## config.mk

```make
export PLATFORM = sky130hd
export DESIGN_NAME = prf_filter
export DESIGN_NICKNAME = d
export VERILOG_FILES = /design/src/verilog/prf_pkg.sv /design/src/verilog/prf_filter.sv
export SDC_FILE = /design/constraint.sdc
export NUM_CORES = 1
export LEC_CHECK = 0
export BUFFER_PORTS_ARGS = -buffer_cell sky130_fd_sc_hd__buf_4
export CORE_MARGIN = 2
export CORE_UTILIZATION = 46
export CTS_CLUSTER_SIZE = 24
export DETAILED_ROUTE_END_ITERATION = 12
export PLACE_DENSITY = 0.68
export SYNTH_ARGS = -nofsm -noshare
export SYNTH_HDL_FRONTEND = slang
export SYNTH_SLANG_ARGS = --single-unit
```

## constraint.sdc

```tcl
create_clock -name hclk -period 3.1 [get_ports hclk]
set_input_delay 0.155 -clock hclk [delete_from_list [all_inputs] [get_ports hclk]]
set_output_delay 0.155 -clock hclk [all_outputs]
set_load 0.02 [all_outputs]
```

## src/verilog/prf_pkg.sv

```systemverilog
// Package for the physical request filter: register map, field layout and request carriers
package prf_pkg;
  // Register byte addresses: each word has a set and a clear alias
  localparam logic [11:0] PRF_HIGH_SET_ADDR = 12'h110;
  localparam logic [11:0] PRF_HIGH_CLR_ADDR = 12'h114;
  localparam logic [11:0] PRF_LOW_SET_ADDR = 12'h118;
  localparam logic [11:0] PRF_LOW_CLR_ADDR = 12'h11c;
  localparam int PRF_ADDR_W = 12;
  localparam logic [31:0] PRF_LOW_RESET = 32'h0000_0000;
  localparam logic [31:0] PRF_HIGH_RESET = 32'h0000_0000;
  // High word layout: bits 30..0 are nodes 62..32, bit 31 accepts every remote bus
  localparam int PRF_ALL_REMOTE_BIT = 31;
  localparam int PRF_HIGH_NODE_BASE = 32;
  localparam int PRF_NODE_COUNT = 63;
  // Source node ID: 10-bit bus number over 6-bit node number
  localparam logic [9:0] PRF_LOCAL_BUS_ID = 10'h3ff;
  localparam logic [5:0] PRF_BCAST_NODE = 6'h3f;
  // AHB encodings
  localparam logic [1:0] PRF_HTRANS_NONSEQ = 2'h2;
  localparam logic [1:0] PRF_HTRANS_SEQ = 2'h3;
  localparam logic [2:0] PRF_HSIZE_WORD = 3'h2;

  typedef struct packed {
    logic valid;
    logic [9:0] bus_id;
    logic [5:0] node;
    logic async_accept;
  } prf_request_t;

  typedef struct packed {
    logic valid;
    logic to_phys;
    logic to_async;
    logic dropped;
  } prf_route_t;
endpackage : prf_pkg
```

## src/verilog/prf_filter.sv

```systemverilog
// Physical request filter: set/clear mask words on AHB-Lite and the per-request routing decision
`timescale 1ns/1ns
`default_nettype none
module prf_filter
  import prf_pkg::*;
(
  // Clock and reset
  input wire logic hclk,
  input wire logic hresetn,
  // AHB-Lite slave
  input wire logic hsel,
  input wire logic [31:0] haddr,
  input wire logic [1:0] htrans,
  input wire logic hwrite,
  input wire logic [2:0] hsize,
  input wire logic [31:0] hwdata,
  input wire logic hready,
  output logic [31:0] hrdata,
  output logic hreadyout,
  output logic hresp,
  // Incoming physical request and its routing
  input wire prf_request_t req_in,
  output prf_route_t route_out
);

  logic [31:0] low_reg;
  logic [31:0] low_next;
  logic [31:0] high_reg;
  logic [31:0] high_next;
  logic wr_pend_reg;
  logic [PRF_ADDR_W-1:0] wr_addr_reg;
  logic [31:0] hrdata_reg;
  logic [31:0] hrdata_next;
  prf_route_t route_reg;
  prf_route_t route_next;

  // Address phase decode
  wire addr_phase = hsel && hready && (htrans == PRF_HTRANS_NONSEQ || htrans == PRF_HTRANS_SEQ);
  wire [PRF_ADDR_W-1:0] a_addr = haddr[PRF_ADDR_W-1:0];
  wire rd_start = addr_phase && !hwrite;
  wire wr_start = addr_phase && hwrite && hsize == PRF_HSIZE_WORD;

  // Data phase write strobes, one per alias
  wire wr_low_set = wr_pend_reg && wr_addr_reg == PRF_LOW_SET_ADDR;
  wire wr_low_clr = wr_pend_reg && wr_addr_reg == PRF_LOW_CLR_ADDR;
  wire wr_high_set = wr_pend_reg && wr_addr_reg == PRF_HIGH_SET_ADDR;
  wire wr_high_clr = wr_pend_reg && wr_addr_reg == PRF_HIGH_CLR_ADDR;

  // Only ones act; zero bits keep their value
  assign low_next = wr_low_set ? (low_reg | hwdata) :
                    wr_low_clr ? (low_reg & ~hwdata) : low_reg;
  assign high_next = wr_high_set ? (high_reg | hwdata) :
                     wr_high_clr ? (high_reg & ~hwdata) : high_reg;

  // Read data is taken from the next value so a read right behind a write sees it
  wire rd_low = a_addr == PRF_LOW_SET_ADDR || a_addr == PRF_LOW_CLR_ADDR;
  wire rd_high = a_addr == PRF_HIGH_SET_ADDR || a_addr == PRF_HIGH_CLR_ADDR;
  assign hrdata_next = !rd_start ? 32'h0000_0000 :
                       rd_low ? low_next :
                       rd_high ? high_next : 32'h0000_0000;

  // Flatten the two words into one enable per node, node n at index n
  logic [PRF_NODE_COUNT-1:0] node_phys_enable_bit;
  genvar gi;
  generate
    for (gi = 0; gi < PRF_NODE_COUNT; gi = gi + 1) begin : g_node
      if (gi < PRF_HIGH_NODE_BASE) begin : g_low
        assign node_phys_enable_bit[gi] = low_reg[gi];
      end else begin : g_high
        assign node_phys_enable_bit[gi] = high_reg[gi - PRF_HIGH_NODE_BASE];
      end
    end
  endgenerate

  // Broadcast node 63 has no enable bit and is never physical on the local bus
  wire is_local = req_in.bus_id == PRF_LOCAL_BUS_ID;
  wire node_ok = req_in.node != PRF_BCAST_NODE && node_phys_enable_bit[req_in.node];
  // Remote requests never consult the node bits: a node number means nothing off the local bus
  wire all_remote_busses_enable = high_reg[PRF_ALL_REMOTE_BIT];
  wire phys_hit = is_local ? node_ok : all_remote_busses_enable;

  // The async filter decides first; only its survivors meet the physical mask
  always_comb begin
    route_next.valid = req_in.valid;
    route_next.dropped = req_in.valid && !req_in.async_accept;
    route_next.to_phys = req_in.valid && req_in.async_accept && phys_hit;
    route_next.to_async = req_in.valid && req_in.async_accept && !phys_hit;
  end

  always_ff @(posedge hclk or negedge hresetn) begin
    if (!hresetn) begin
      low_reg <= PRF_LOW_RESET;
      high_reg <= PRF_HIGH_RESET;
    end else begin
      low_reg <= low_next;
      high_reg <= high_next;
    end
  end

  always_ff @(posedge hclk or negedge hresetn) begin
    if (!hresetn) begin
      wr_pend_reg <= 1'b0;
      wr_addr_reg <= '0;
      hrdata_reg <= 32'h0000_0000;
    end else begin
      // Address is captured every cycle; only wr_pend_reg makes it a write
      wr_pend_reg <= wr_start;
      wr_addr_reg <= a_addr;
      hrdata_reg <= hrdata_next;
    end
  end

  always_ff @(posedge hclk or negedge hresetn) begin
    if (!hresetn) begin
      route_reg <= '0;
    end else begin
      route_reg <= route_next;
    end
  end

  // Zero wait states and always OKAY: every access completes in its first data cycle
  always_ff @(posedge hclk or negedge hresetn) begin
    if (!hresetn) begin
      hreadyout <= 1'b1;
      hresp <= 1'b0;
    end else begin
      hreadyout <= 1'b1;
      hresp <= 1'b0;
    end
  end

  assign hrdata = hrdata_reg;
  assign route_out = route_reg;

  // Checks
  low_reset_a: assert property (@(posedge hclk) $rose(hresetn) |-> low_reg == PRF_LOW_RESET)
    else $error("low filter word not zero after reset");

  high_reset_a: assert property (@(posedge hclk) $rose(hresetn) |-> high_reg == PRF_HIGH_RESET)
    else $error("high filter word not zero after reset");

  low_set_a: assert property (@(posedge hclk) disable iff (!hresetn)
    wr_low_set |=> low_reg == ($past(low_reg) | $past(hwdata)))
    else $error("low set write did not OR in the ones");

  low_clr_a: assert property (@(posedge hclk) disable iff (!hresetn)
    wr_low_clr |=> low_reg == ($past(low_reg) & ~$past(hwdata)))
    else $error("low clear write did not clear the ones");

  high_set_a: assert property (@(posedge hclk) disable iff (!hresetn)
    wr_high_set |=> high_reg == ($past(high_reg) | $past(hwdata)))
    else $error("high set write did not OR in the ones");

  high_clr_a: assert property (@(posedge hclk) disable iff (!hresetn)
    wr_high_clr |=> high_reg == ($past(high_reg) & ~$past(hwdata)))
    else $error("high clear write did not clear the ones");

  low_hold_a: assert property (@(posedge hclk) disable iff (!hresetn)
    !wr_low_set && !wr_low_clr |=> $stable(low_reg))
    else $error("low filter word changed without a write to it");

  high_hold_a: assert property (@(posedge hclk) disable iff (!hresetn)
    !wr_high_set && !wr_high_clr |=> $stable(high_reg))
    else $error("high filter word changed without a write to it");

  low_node_a: assert property (@(posedge hclk) disable iff (!hresetn)
    req_in.valid && req_in.async_accept && is_local && req_in.node < PRF_HIGH_NODE_BASE
    |=> route_out.to_phys == $past(low_reg[req_in.node[4:0]]))
    else $error("low node routing does not follow its bit");

  high_node_a: assert property (@(posedge hclk) disable iff (!hresetn)
    req_in.valid && req_in.async_accept && is_local
    && req_in.node >= PRF_HIGH_NODE_BASE && req_in.node != PRF_BCAST_NODE
    |=> route_out.to_phys == $past(high_reg[req_in.node[4:0]]))
    else $error("high node routing does not follow its bit");

  phys_route_a: assert property (@(posedge hclk) disable iff (!hresetn)
    req_in.valid && req_in.async_accept && phys_hit
    |=> route_out.valid && route_out.to_phys && !route_out.to_async)
    else $error("enabled request not sent to physical context");

  async_first_a: assert property (@(posedge hclk) disable iff (!hresetn)
    req_in.valid && !req_in.async_accept |=> route_out.dropped && !route_out.to_phys && !route_out.to_async)
    else $error("request rejected by async filter was routed");

  async_route_a: assert property (@(posedge hclk) disable iff (!hresetn)
    req_in.valid && req_in.async_accept && !phys_hit |=> route_out.to_async && !route_out.to_phys)
    else $error("disabled request not sent to async receive context");

  remote_bus_a: assert property (@(posedge hclk) disable iff (!hresetn)
    req_in.valid && req_in.async_accept && !is_local
    |=> route_out.to_phys == $past(high_reg[PRF_ALL_REMOTE_BIT]))
    else $error("remote bus request ignores the all-bus enable");

  bcast_node_a: assert property (@(posedge hclk) disable iff (!hresetn)
    req_in.valid && req_in.async_accept && is_local && req_in.node == PRF_BCAST_NODE
    |=> route_out.to_async && !route_out.to_phys)
    else $error("broadcast node request not sent to async receive context");

  route_one_a: assert property (@(posedge hclk) disable iff (!hresetn)
    route_out.valid |-> $onehot({route_out.to_phys, route_out.to_async, route_out.dropped}))
    else $error("valid route does not name exactly one destination");

  route_idle_a: assert property (@(posedge hclk) disable iff (!hresetn)
    !req_in.valid |=> route_out == '0)
    else $error("route output active without a request");

  alias_read_a: assert property (@(posedge hclk) disable iff (!hresetn)
    rd_start && rd_low && !wr_pend_reg |=> hrdata == $past(low_reg))
    else $error("low word alias read returned wrong value");

  high_read_a: assert property (@(posedge hclk) disable iff (!hresetn)
    rd_start && rd_high && !wr_pend_reg |=> hrdata == $past(high_reg))
    else $error("high word alias read returned wrong value");

endmodule : prf_filter
`default_nettype wire

```

==> run_results.csv, run 1 <==
group,metric,value,unit
run_status,status,"finished, final reports clean",
pwr,power_density,542,nW/µm²
global_routing,grt_util_met3,6.32,%
timing,setup_tns,0,ns
timing,fmax,454,MHz
pwr,p_leak,3.26,nW
die,core_area,10200,µm²
die,die-area,11300,µm²
clocking,insertion_delay,0.52,ns
placed_design,dp_hpwl,8.02,mm
global_routing,gr-usage-met2,38.9,%
synth,synth.top_cells.by_count,"113 x dfrtp_1, 96 x a22o_1, 67 x nand2_1, 14 x mux2i_1",
synth,synth.avg_cell_area,12.4,µm²
timing,finalHoldViolCount,0,
global_routing,grt_pass1_wl,20.6,mm
timing,max-slew-margin-rel,55.6,%
clocking,cts_sinks,113,
clocking,max-clock-path-buffers,2,
cells_and_area,nets,641,
clocking,cts_tree,"done",
run,maxCapViolCount,0,
placed_design,routabilityCongestion,0.850,
synth,syn_area,4810,µm²
route,num_vias,3971,
route,vias_per_cell,5.69,
timing,setup-violations-final,0,
setup_path,worstPathArrival,2.59,ns
synth,synth_top_area_cell,"dfrtp_1",
setup_path,start_kind,"flop",
route,initialDrtViolationCount,263,
global_routing,grt_usage,24.0,%
synth,ys_seq_elements,113,
die,initial_core_util,47.0,%
timing,fin_ws,0.897,ns
route,drcViolationCount,0,
global_routing,first_global_vias,4163,
synth,synth_nets,480,
setup_path,critPathKind,"flop to flop",
synth,yosys_warnings,0,
timing,worstMarginPinSlew,0.666,ns
die,die_w,106,µm
synth,synth_top_area_share,58.8,%
placed_design,io_buffers,106,
clocking,postCtsSetupBuffers,0,
synth,netlist_instances,388,
synth,synthTopCellsByArea,"dfrtp_1 59%, a22o_1 17%, nand2_1 5.2%",
setup_path,cp.required,3.49,ns
timing,post-route-period-util,71.1,%
pwr,ir_worst_vdd,0.000307,V
die,die_h,106,µm
route,wl,12.8,mm
timing,worst_clock_skew,0.0126,ns
synth,ys_seq_area_share,58.8,%
synth,synthArstFlopShare,100,%
cells_and_area,final_layout_size_suffix_gt1_share,27.4,%
clocking,clockRootBuffer,"clkbuf_8",
global_routing,gr-usage-met1,30.8,%
die,row_count,37,
cells_and_area,area_growth,42.5,%
die,ioPinCount,130,
global_routing,antenna_found_initial,0,
cells_and_area,n_antenna_cell,0,
timing,rsz0062_at_grt,"no",
global_routing,grt_overflow,0,
synth,synth_cell_types,34,
route,dr.pass1.iters,5,
clocking,cts.htree.levels,4,
clocking,clk_pin_slew,0.06,ns
worst_hold_path,hp-class,"primary input to flop",
placed_design,dp_cells,616,
global_routing,grt_max_degree,54,
placed_design,preCtsSetupSlack,0.886,ns
synth,yosysMostFrequentCell,"dfrtp_1",
timing,min_period,2.20,ns
synth,synth-edff-count,0,
route,ant_nets,0,
route,drt-wirelength-per-cell,18.4,µm
setup_path,worstPathMaxFanout,20,
cells_and_area,fin_cells,698,
setup_path,end_kind,"flop",
synth,ys_dominant_reg_cell,"dfrtp_1",
global_routing,grt.busiest_layer,"met2",
timing,slew_viol_final,0,
clocking,cts_made_buffers,17,
==> critical path, stage by stage (launching register included) <==
cell and delay (ns):
dfrtp_1 0.37, nor4b_1 0.47, nand4_1 0.24, nor2_2 0.15, buf_4 0.28, nand2_1 0.09, a22o_1 0.25, a22o_1 0.22
==> through the flow <==
step | power [mW] | cell area [µm²] | hold slack (ns) | util [%]
2_1_floorplan | 1.57 | 4810 | -0.141 | -
3_3_place_gp | 1.69 | 5740 | 0.240 | 56.1
3_5_place_dp | 1.69 | 5740 | 0.245 | 56.1
4_1_cts | 3.73 | 6850 | 0.0952 | 67.0
5_1_grt | 3.83 | 6850 | 0.128 | 67.0
6_report | 3.71 | 6850 | 0.127 | 67.0
==> cells by family (layout without fill, tap and decap cells) <==
| family | count (synthesis) | count (layout) | synth area share [%] |
|---|---|---|---|
| buffers and inverters | 29 | 203 | 3.17 |
| and+or+nand+nor | 110 | 110 | 10.4 |
| DFF | 113 | 113 | 58.8 |
| muxes | 23 | 23 | 7.68 |
| other | 2 | 2 | 0.156 |
| AOI/OAI and AO/OA | 111 | 111 | 19.8 |
==> routing by layer <==
layer	vias to the layer above	part of all wire [%]
met5	-	0
met4	0	1.7
met3	23	6.9
met2	191	49
met1	1964	42
li1	1793	-
==> cells in the final DEF, fill, tap and decap left out <==
cell / count
dfrtp_1: 113
or3_1: 1
nand3_1: 3
nand2b_1: 1
inv_1: 4
nor4b_1: 4
a22oi_1: 7
mux4_2: 2
nor2_1: 7
o211a_1: 1
clkinvlp_4: 3
clkbuf_8: 3
nor3_1: 2
a211oi_1: 1
clkbuf_16: 16
a32o_1: 1
nor3_2: 2
nor2b_1: 4
clkinv_2: 3
o311ai_1: 1
conb_1: 2
and3_1: 2
nand4bb_1: 1
nand4_1: 4
buf_4: 117
nand2_1: 67
a22o_1: 96
dlygate4sd3_1: 50
nor2_2: 4
nor4_1: 5
o21ai_0: 1
mux2i_1: 14
and2_1: 1
bufinv_16: 4
mux4_1: 7
nor3b_1: 1
clkbuf_1: 3
nand3b_1: 1
a21oi_1: 3
==> report_power, final <==
group	switching, mW	internal (mW)
sequential	0.00383	1.49
clock	0.649	1.34
combinational	0.106	0.123
total	0.759	2.95
==> area by class of cell <==
class	instances	area, µm²
Sequential cell	113	2830
Timing Repair Buffer	167	1380
Fill cell	753	3380
Clock inverter	10	158
Clock buffer	22	453
Tap cell	136	170
Multi-Input combinational cell	246	1850
Inverter	4	15.0
==> final timing paths <==
| check | startpoint | end | slack, ns | depth (start not counted) |
|---|---|---|---|---|
| min in group asynchronous | hresetn | low_reg[6] | 0.24 | 2 |
| max in group asynchronous | hresetn | high_reg[27] | 2.01 | 3 |
| hold reg to reg | low_reg[2] | low_reg[2] | 0.53 | 1 |
| setup reg to reg | wr_addr_reg[1] | hrdata[30] | 0.90 | 7 |
| hold / removal | req_in[6] | route_out[2] | 0.13 | 4 |
| setup / recovery | wr_addr_reg[1] | hrdata[30] | 0.90 | 7 |
==> repair_timing <==
item | in CTS | in global routing
endpoints found under the setup margin | 0 | 0
hold buffers | 50 | 0
resized for setup | 0 | 0
endpoints found under the hold margin | 132 | 0
Note: power is estimated with default switching activity, not from simulation.
==> run 2: changes to the inputs <==
--- a/config.mk
+++ b/config.mk
@@ -10,7 +10,7 @@
 export CORE_UTILIZATION = 46
 export CTS_CLUSTER_SIZE = 24
 export DETAILED_ROUTE_END_ITERATION = 12
-export PLACE_DENSITY = 0.68
+export PLACE_DENSITY = 0.71
 export SYNTH_ARGS = -nofsm -noshare
 export SYNTH_HDL_FRONTEND = slang
 export SYNTH_SLANG_ARGS = --single-unit
==> constraint.sdc (replaced) <==
create_clock -name hclk -period 1.9 [get_ports hclk]
set_input_delay 0.095 -clock hclk [delete_from_list [all_inputs] [get_ports hclk]]
set_output_delay 0.095 -clock hclk [all_outputs]
set_load 0.02 [all_outputs]
==> run 2 against run 1 <==
The run now ends with negative hold slack, negative setup slack left. Worst setup slack worse by 1.1 ns. Sequential power is 64% higher. Fmax rose by 5.2%. Design area grew 8.6%. Critical path type unchanged. Critical endpoint is now hrdata[1]. Highest routed layer unchanged.
==> run_results.csv, run 2 (synthesis results as in run 1) <==
group,metric,value,unit
setup_path,worstPathMaxFanout,4,
pwr,p_leak,3.55,nW
cells_and_area,mostFrequentLayoutCells,"138 x buf_4, 113 x dfrtp_1, 95 x a22o_1",
route,drcViolationCount,0,
setup_path,cp.required,2.30,ns
global_routing,grt_pass1_wl,21.1,mm
timing,rsz0062_at_grt,"yes",
route,dr_wl_met2,7.26,mm
clocking,cts.htree.levels,4,
run_status,violations,"negative hold slack, negative setup slack",
cells_and_area,design_area,7440,µm²
timing,worstMarginPinSlew,0.575,ns
clocking,clockRootBuffer,"clkbuf_8",
cells_and_area,nets,679,
timing,whs,-0.100,ns
die,die_h,106,µm
setup_path,end_kind,"flop",
worst_hold_path,hp-class,"primary input to flop",
global_routing,grt_overflow,0,
die,row_count,37,
placed_design,routabilityCongestion,0.816,
route,wl,14.2,mm
timing,min_period,2.09,ns
setup_path,cp_top_family,"buffers and inverters",
global_routing,first_global_vias,4099,
pwr,power_density,844,nW/µm²
global_routing,grt_max_degree,114,
clocking,cts_tree,"done",
route,routed.top_layer,"met4",
cells_and_area,finalCoreUtilization,72.7,%
die,die-area,11300,µm²
timing,fmax,478,MHz
setup_path,max_stage_delay,0.38,ns
setup_path,start_kind,"flop",
die,ioPinCount,130,
die,initial_core_util,47.0,%
setup_path,worstPathArrival,2.50,ns
pwr,ir_worst_vdd,0.000447,V
placed_design,io_buffers,106,
cells_and_area,final_common_cell,"buf_4",
timing,fin_ws,-0.194,ns
clocking,max-clock-path-buffers,2,
clocking,cts_made_buffers,17,
clocking,clk_pin_slew,0.06,ns
run_status,status,"finished with violations",
clocking,cts_hold_buffers,50,
global_routing,grt_usage,24.4,%
route,ant_nets,0,
route,dr.pass1.iters,4,
cells_and_area,n_antenna_cell,0,
setup_path,critPathKind,"flop to flop",
timing,max-slew-margin-rel,61.6,%
timing,setup-violations-final,44,
route,initialDrtViolationCount,270,
setup_path,worst-path-buf-inv,4,
timing,slew_viol_final,0,
cells_and_area,area_growth,54.7,%
timing,post-route-period-util,110,%
route,drt-met1-wl,5.83,mm
die,die_w,106,µm
route,vias_per_cell,5.64,
cells_and_area,final_layout_size_suffix_gt1_share,37.7,%
die,core_area,10200,µm²
route,num_vias,4148,
clocking,cts_sinks,113,
run,maxCapViolCount,0,
route,wl_met3,894,µm
clocking,insertion_delay,0.52,ns
global_routing,antenna_found_initial,0,
route,drt-wirelength-per-cell,19.3,µm
setup_path,cpMaxStageDelayCell,"dfrtp_1",
placed_design,placed_area,5910,µm²
timing,worst_clock_skew,0.00900,ns
timing,finalHoldViolCount,2,
setup_path,crit_chain,"nor4b_2, buf_4, nand4_1, buf_6, nor2_4, buf_6, clkbuf_16, nand2_1, a22o_1, a22o_1",
placed_design,dp_hpwl,8.19,mm
run 2: changes by cell type in the layout (fill, tap and decap cells not counted), sizes merged:
cell      before  now
buf          117  152
bufinv         4    5
clkbuf        22   24
clkinv         3    4
clkinvlp       3    1
run 2: routing by layer:
layer / track usage, % / vias up
li1: - / 1870
met1: 32.2 / 2069
met2: 39.7 / 189
met3: 5.95 / 20
met4: 8.36 / 0
met5: 0 / -
run 2: path summary, 6_finish.rpt:
kind,start,to,cells past startpoint,slack (ns)
max,wr_addr_reg[6],hrdata[1],10,-0.19
min,hwdata[7],high_reg[7],2,-0.10
max reg2reg,wr_addr_reg[6],hrdata[1],10,-0.19
min reg2reg,high_reg[27],high_reg[27],1,0.53
max in group asynchronous,hresetn,high_reg[22],3,1.28
min in group asynchronous,hresetn,high_reg[8],3,0.21
run 2: stage by stage:
step	std cells	total power [mW]	worst slack, ns	hold slack [ns]	TNS, ns
floorplan	388	2.55	0.0156	-0.201	0
global placement	634	2.77	-0.0620	0.212	-1.44
detailed placement	634	2.78	-0.111	0.209	-2.71
CTS	726	6.28	-0.116	-0.127	-3.25
global route	735	6.46	-0.333	-0.114	-13.22
finish	735	6.28	-0.194	-0.100	-5.30
run 2: worst reg2reg max path: stages (launching register included):
cell and delay [ns]:
dfrtp_1 0.38, nor4b_2 0.27, buf_4 0.16, nand4_1 0.11, buf_6 0.16, nor2_4 0.13, buf_6 0.14, clkbuf_16 0.14
nand2_1 0.06, a22o_1 0.20, a22o_1 0.22
run 2: cell type report:
type,instances,area [µm²]
clock buffers,21,459
well taps,136,170
flip-flops and latches,113,2830
fillers,660,2790
inverters,4,15.0
clock inverters,10,181
repair buffers,205,1810
multi-input cells,246,1980
run 2: where the power goes:
part | internal (mW) | switching, mW
Clock | 2.35 | 1.09
Sequential | 2.43 | 0.0115
Combinational | 0.211 | 0.184
run 2: repair_timing:
item / CTS / global route
pin swaps: 53 / 18
gates resized for setup: 25 / 32
hold endpoints to repair: 220 / 2
setup buffers: 10 / 7
setup endpoints to repair: 41 / 97
gates cloned: 1 / 4
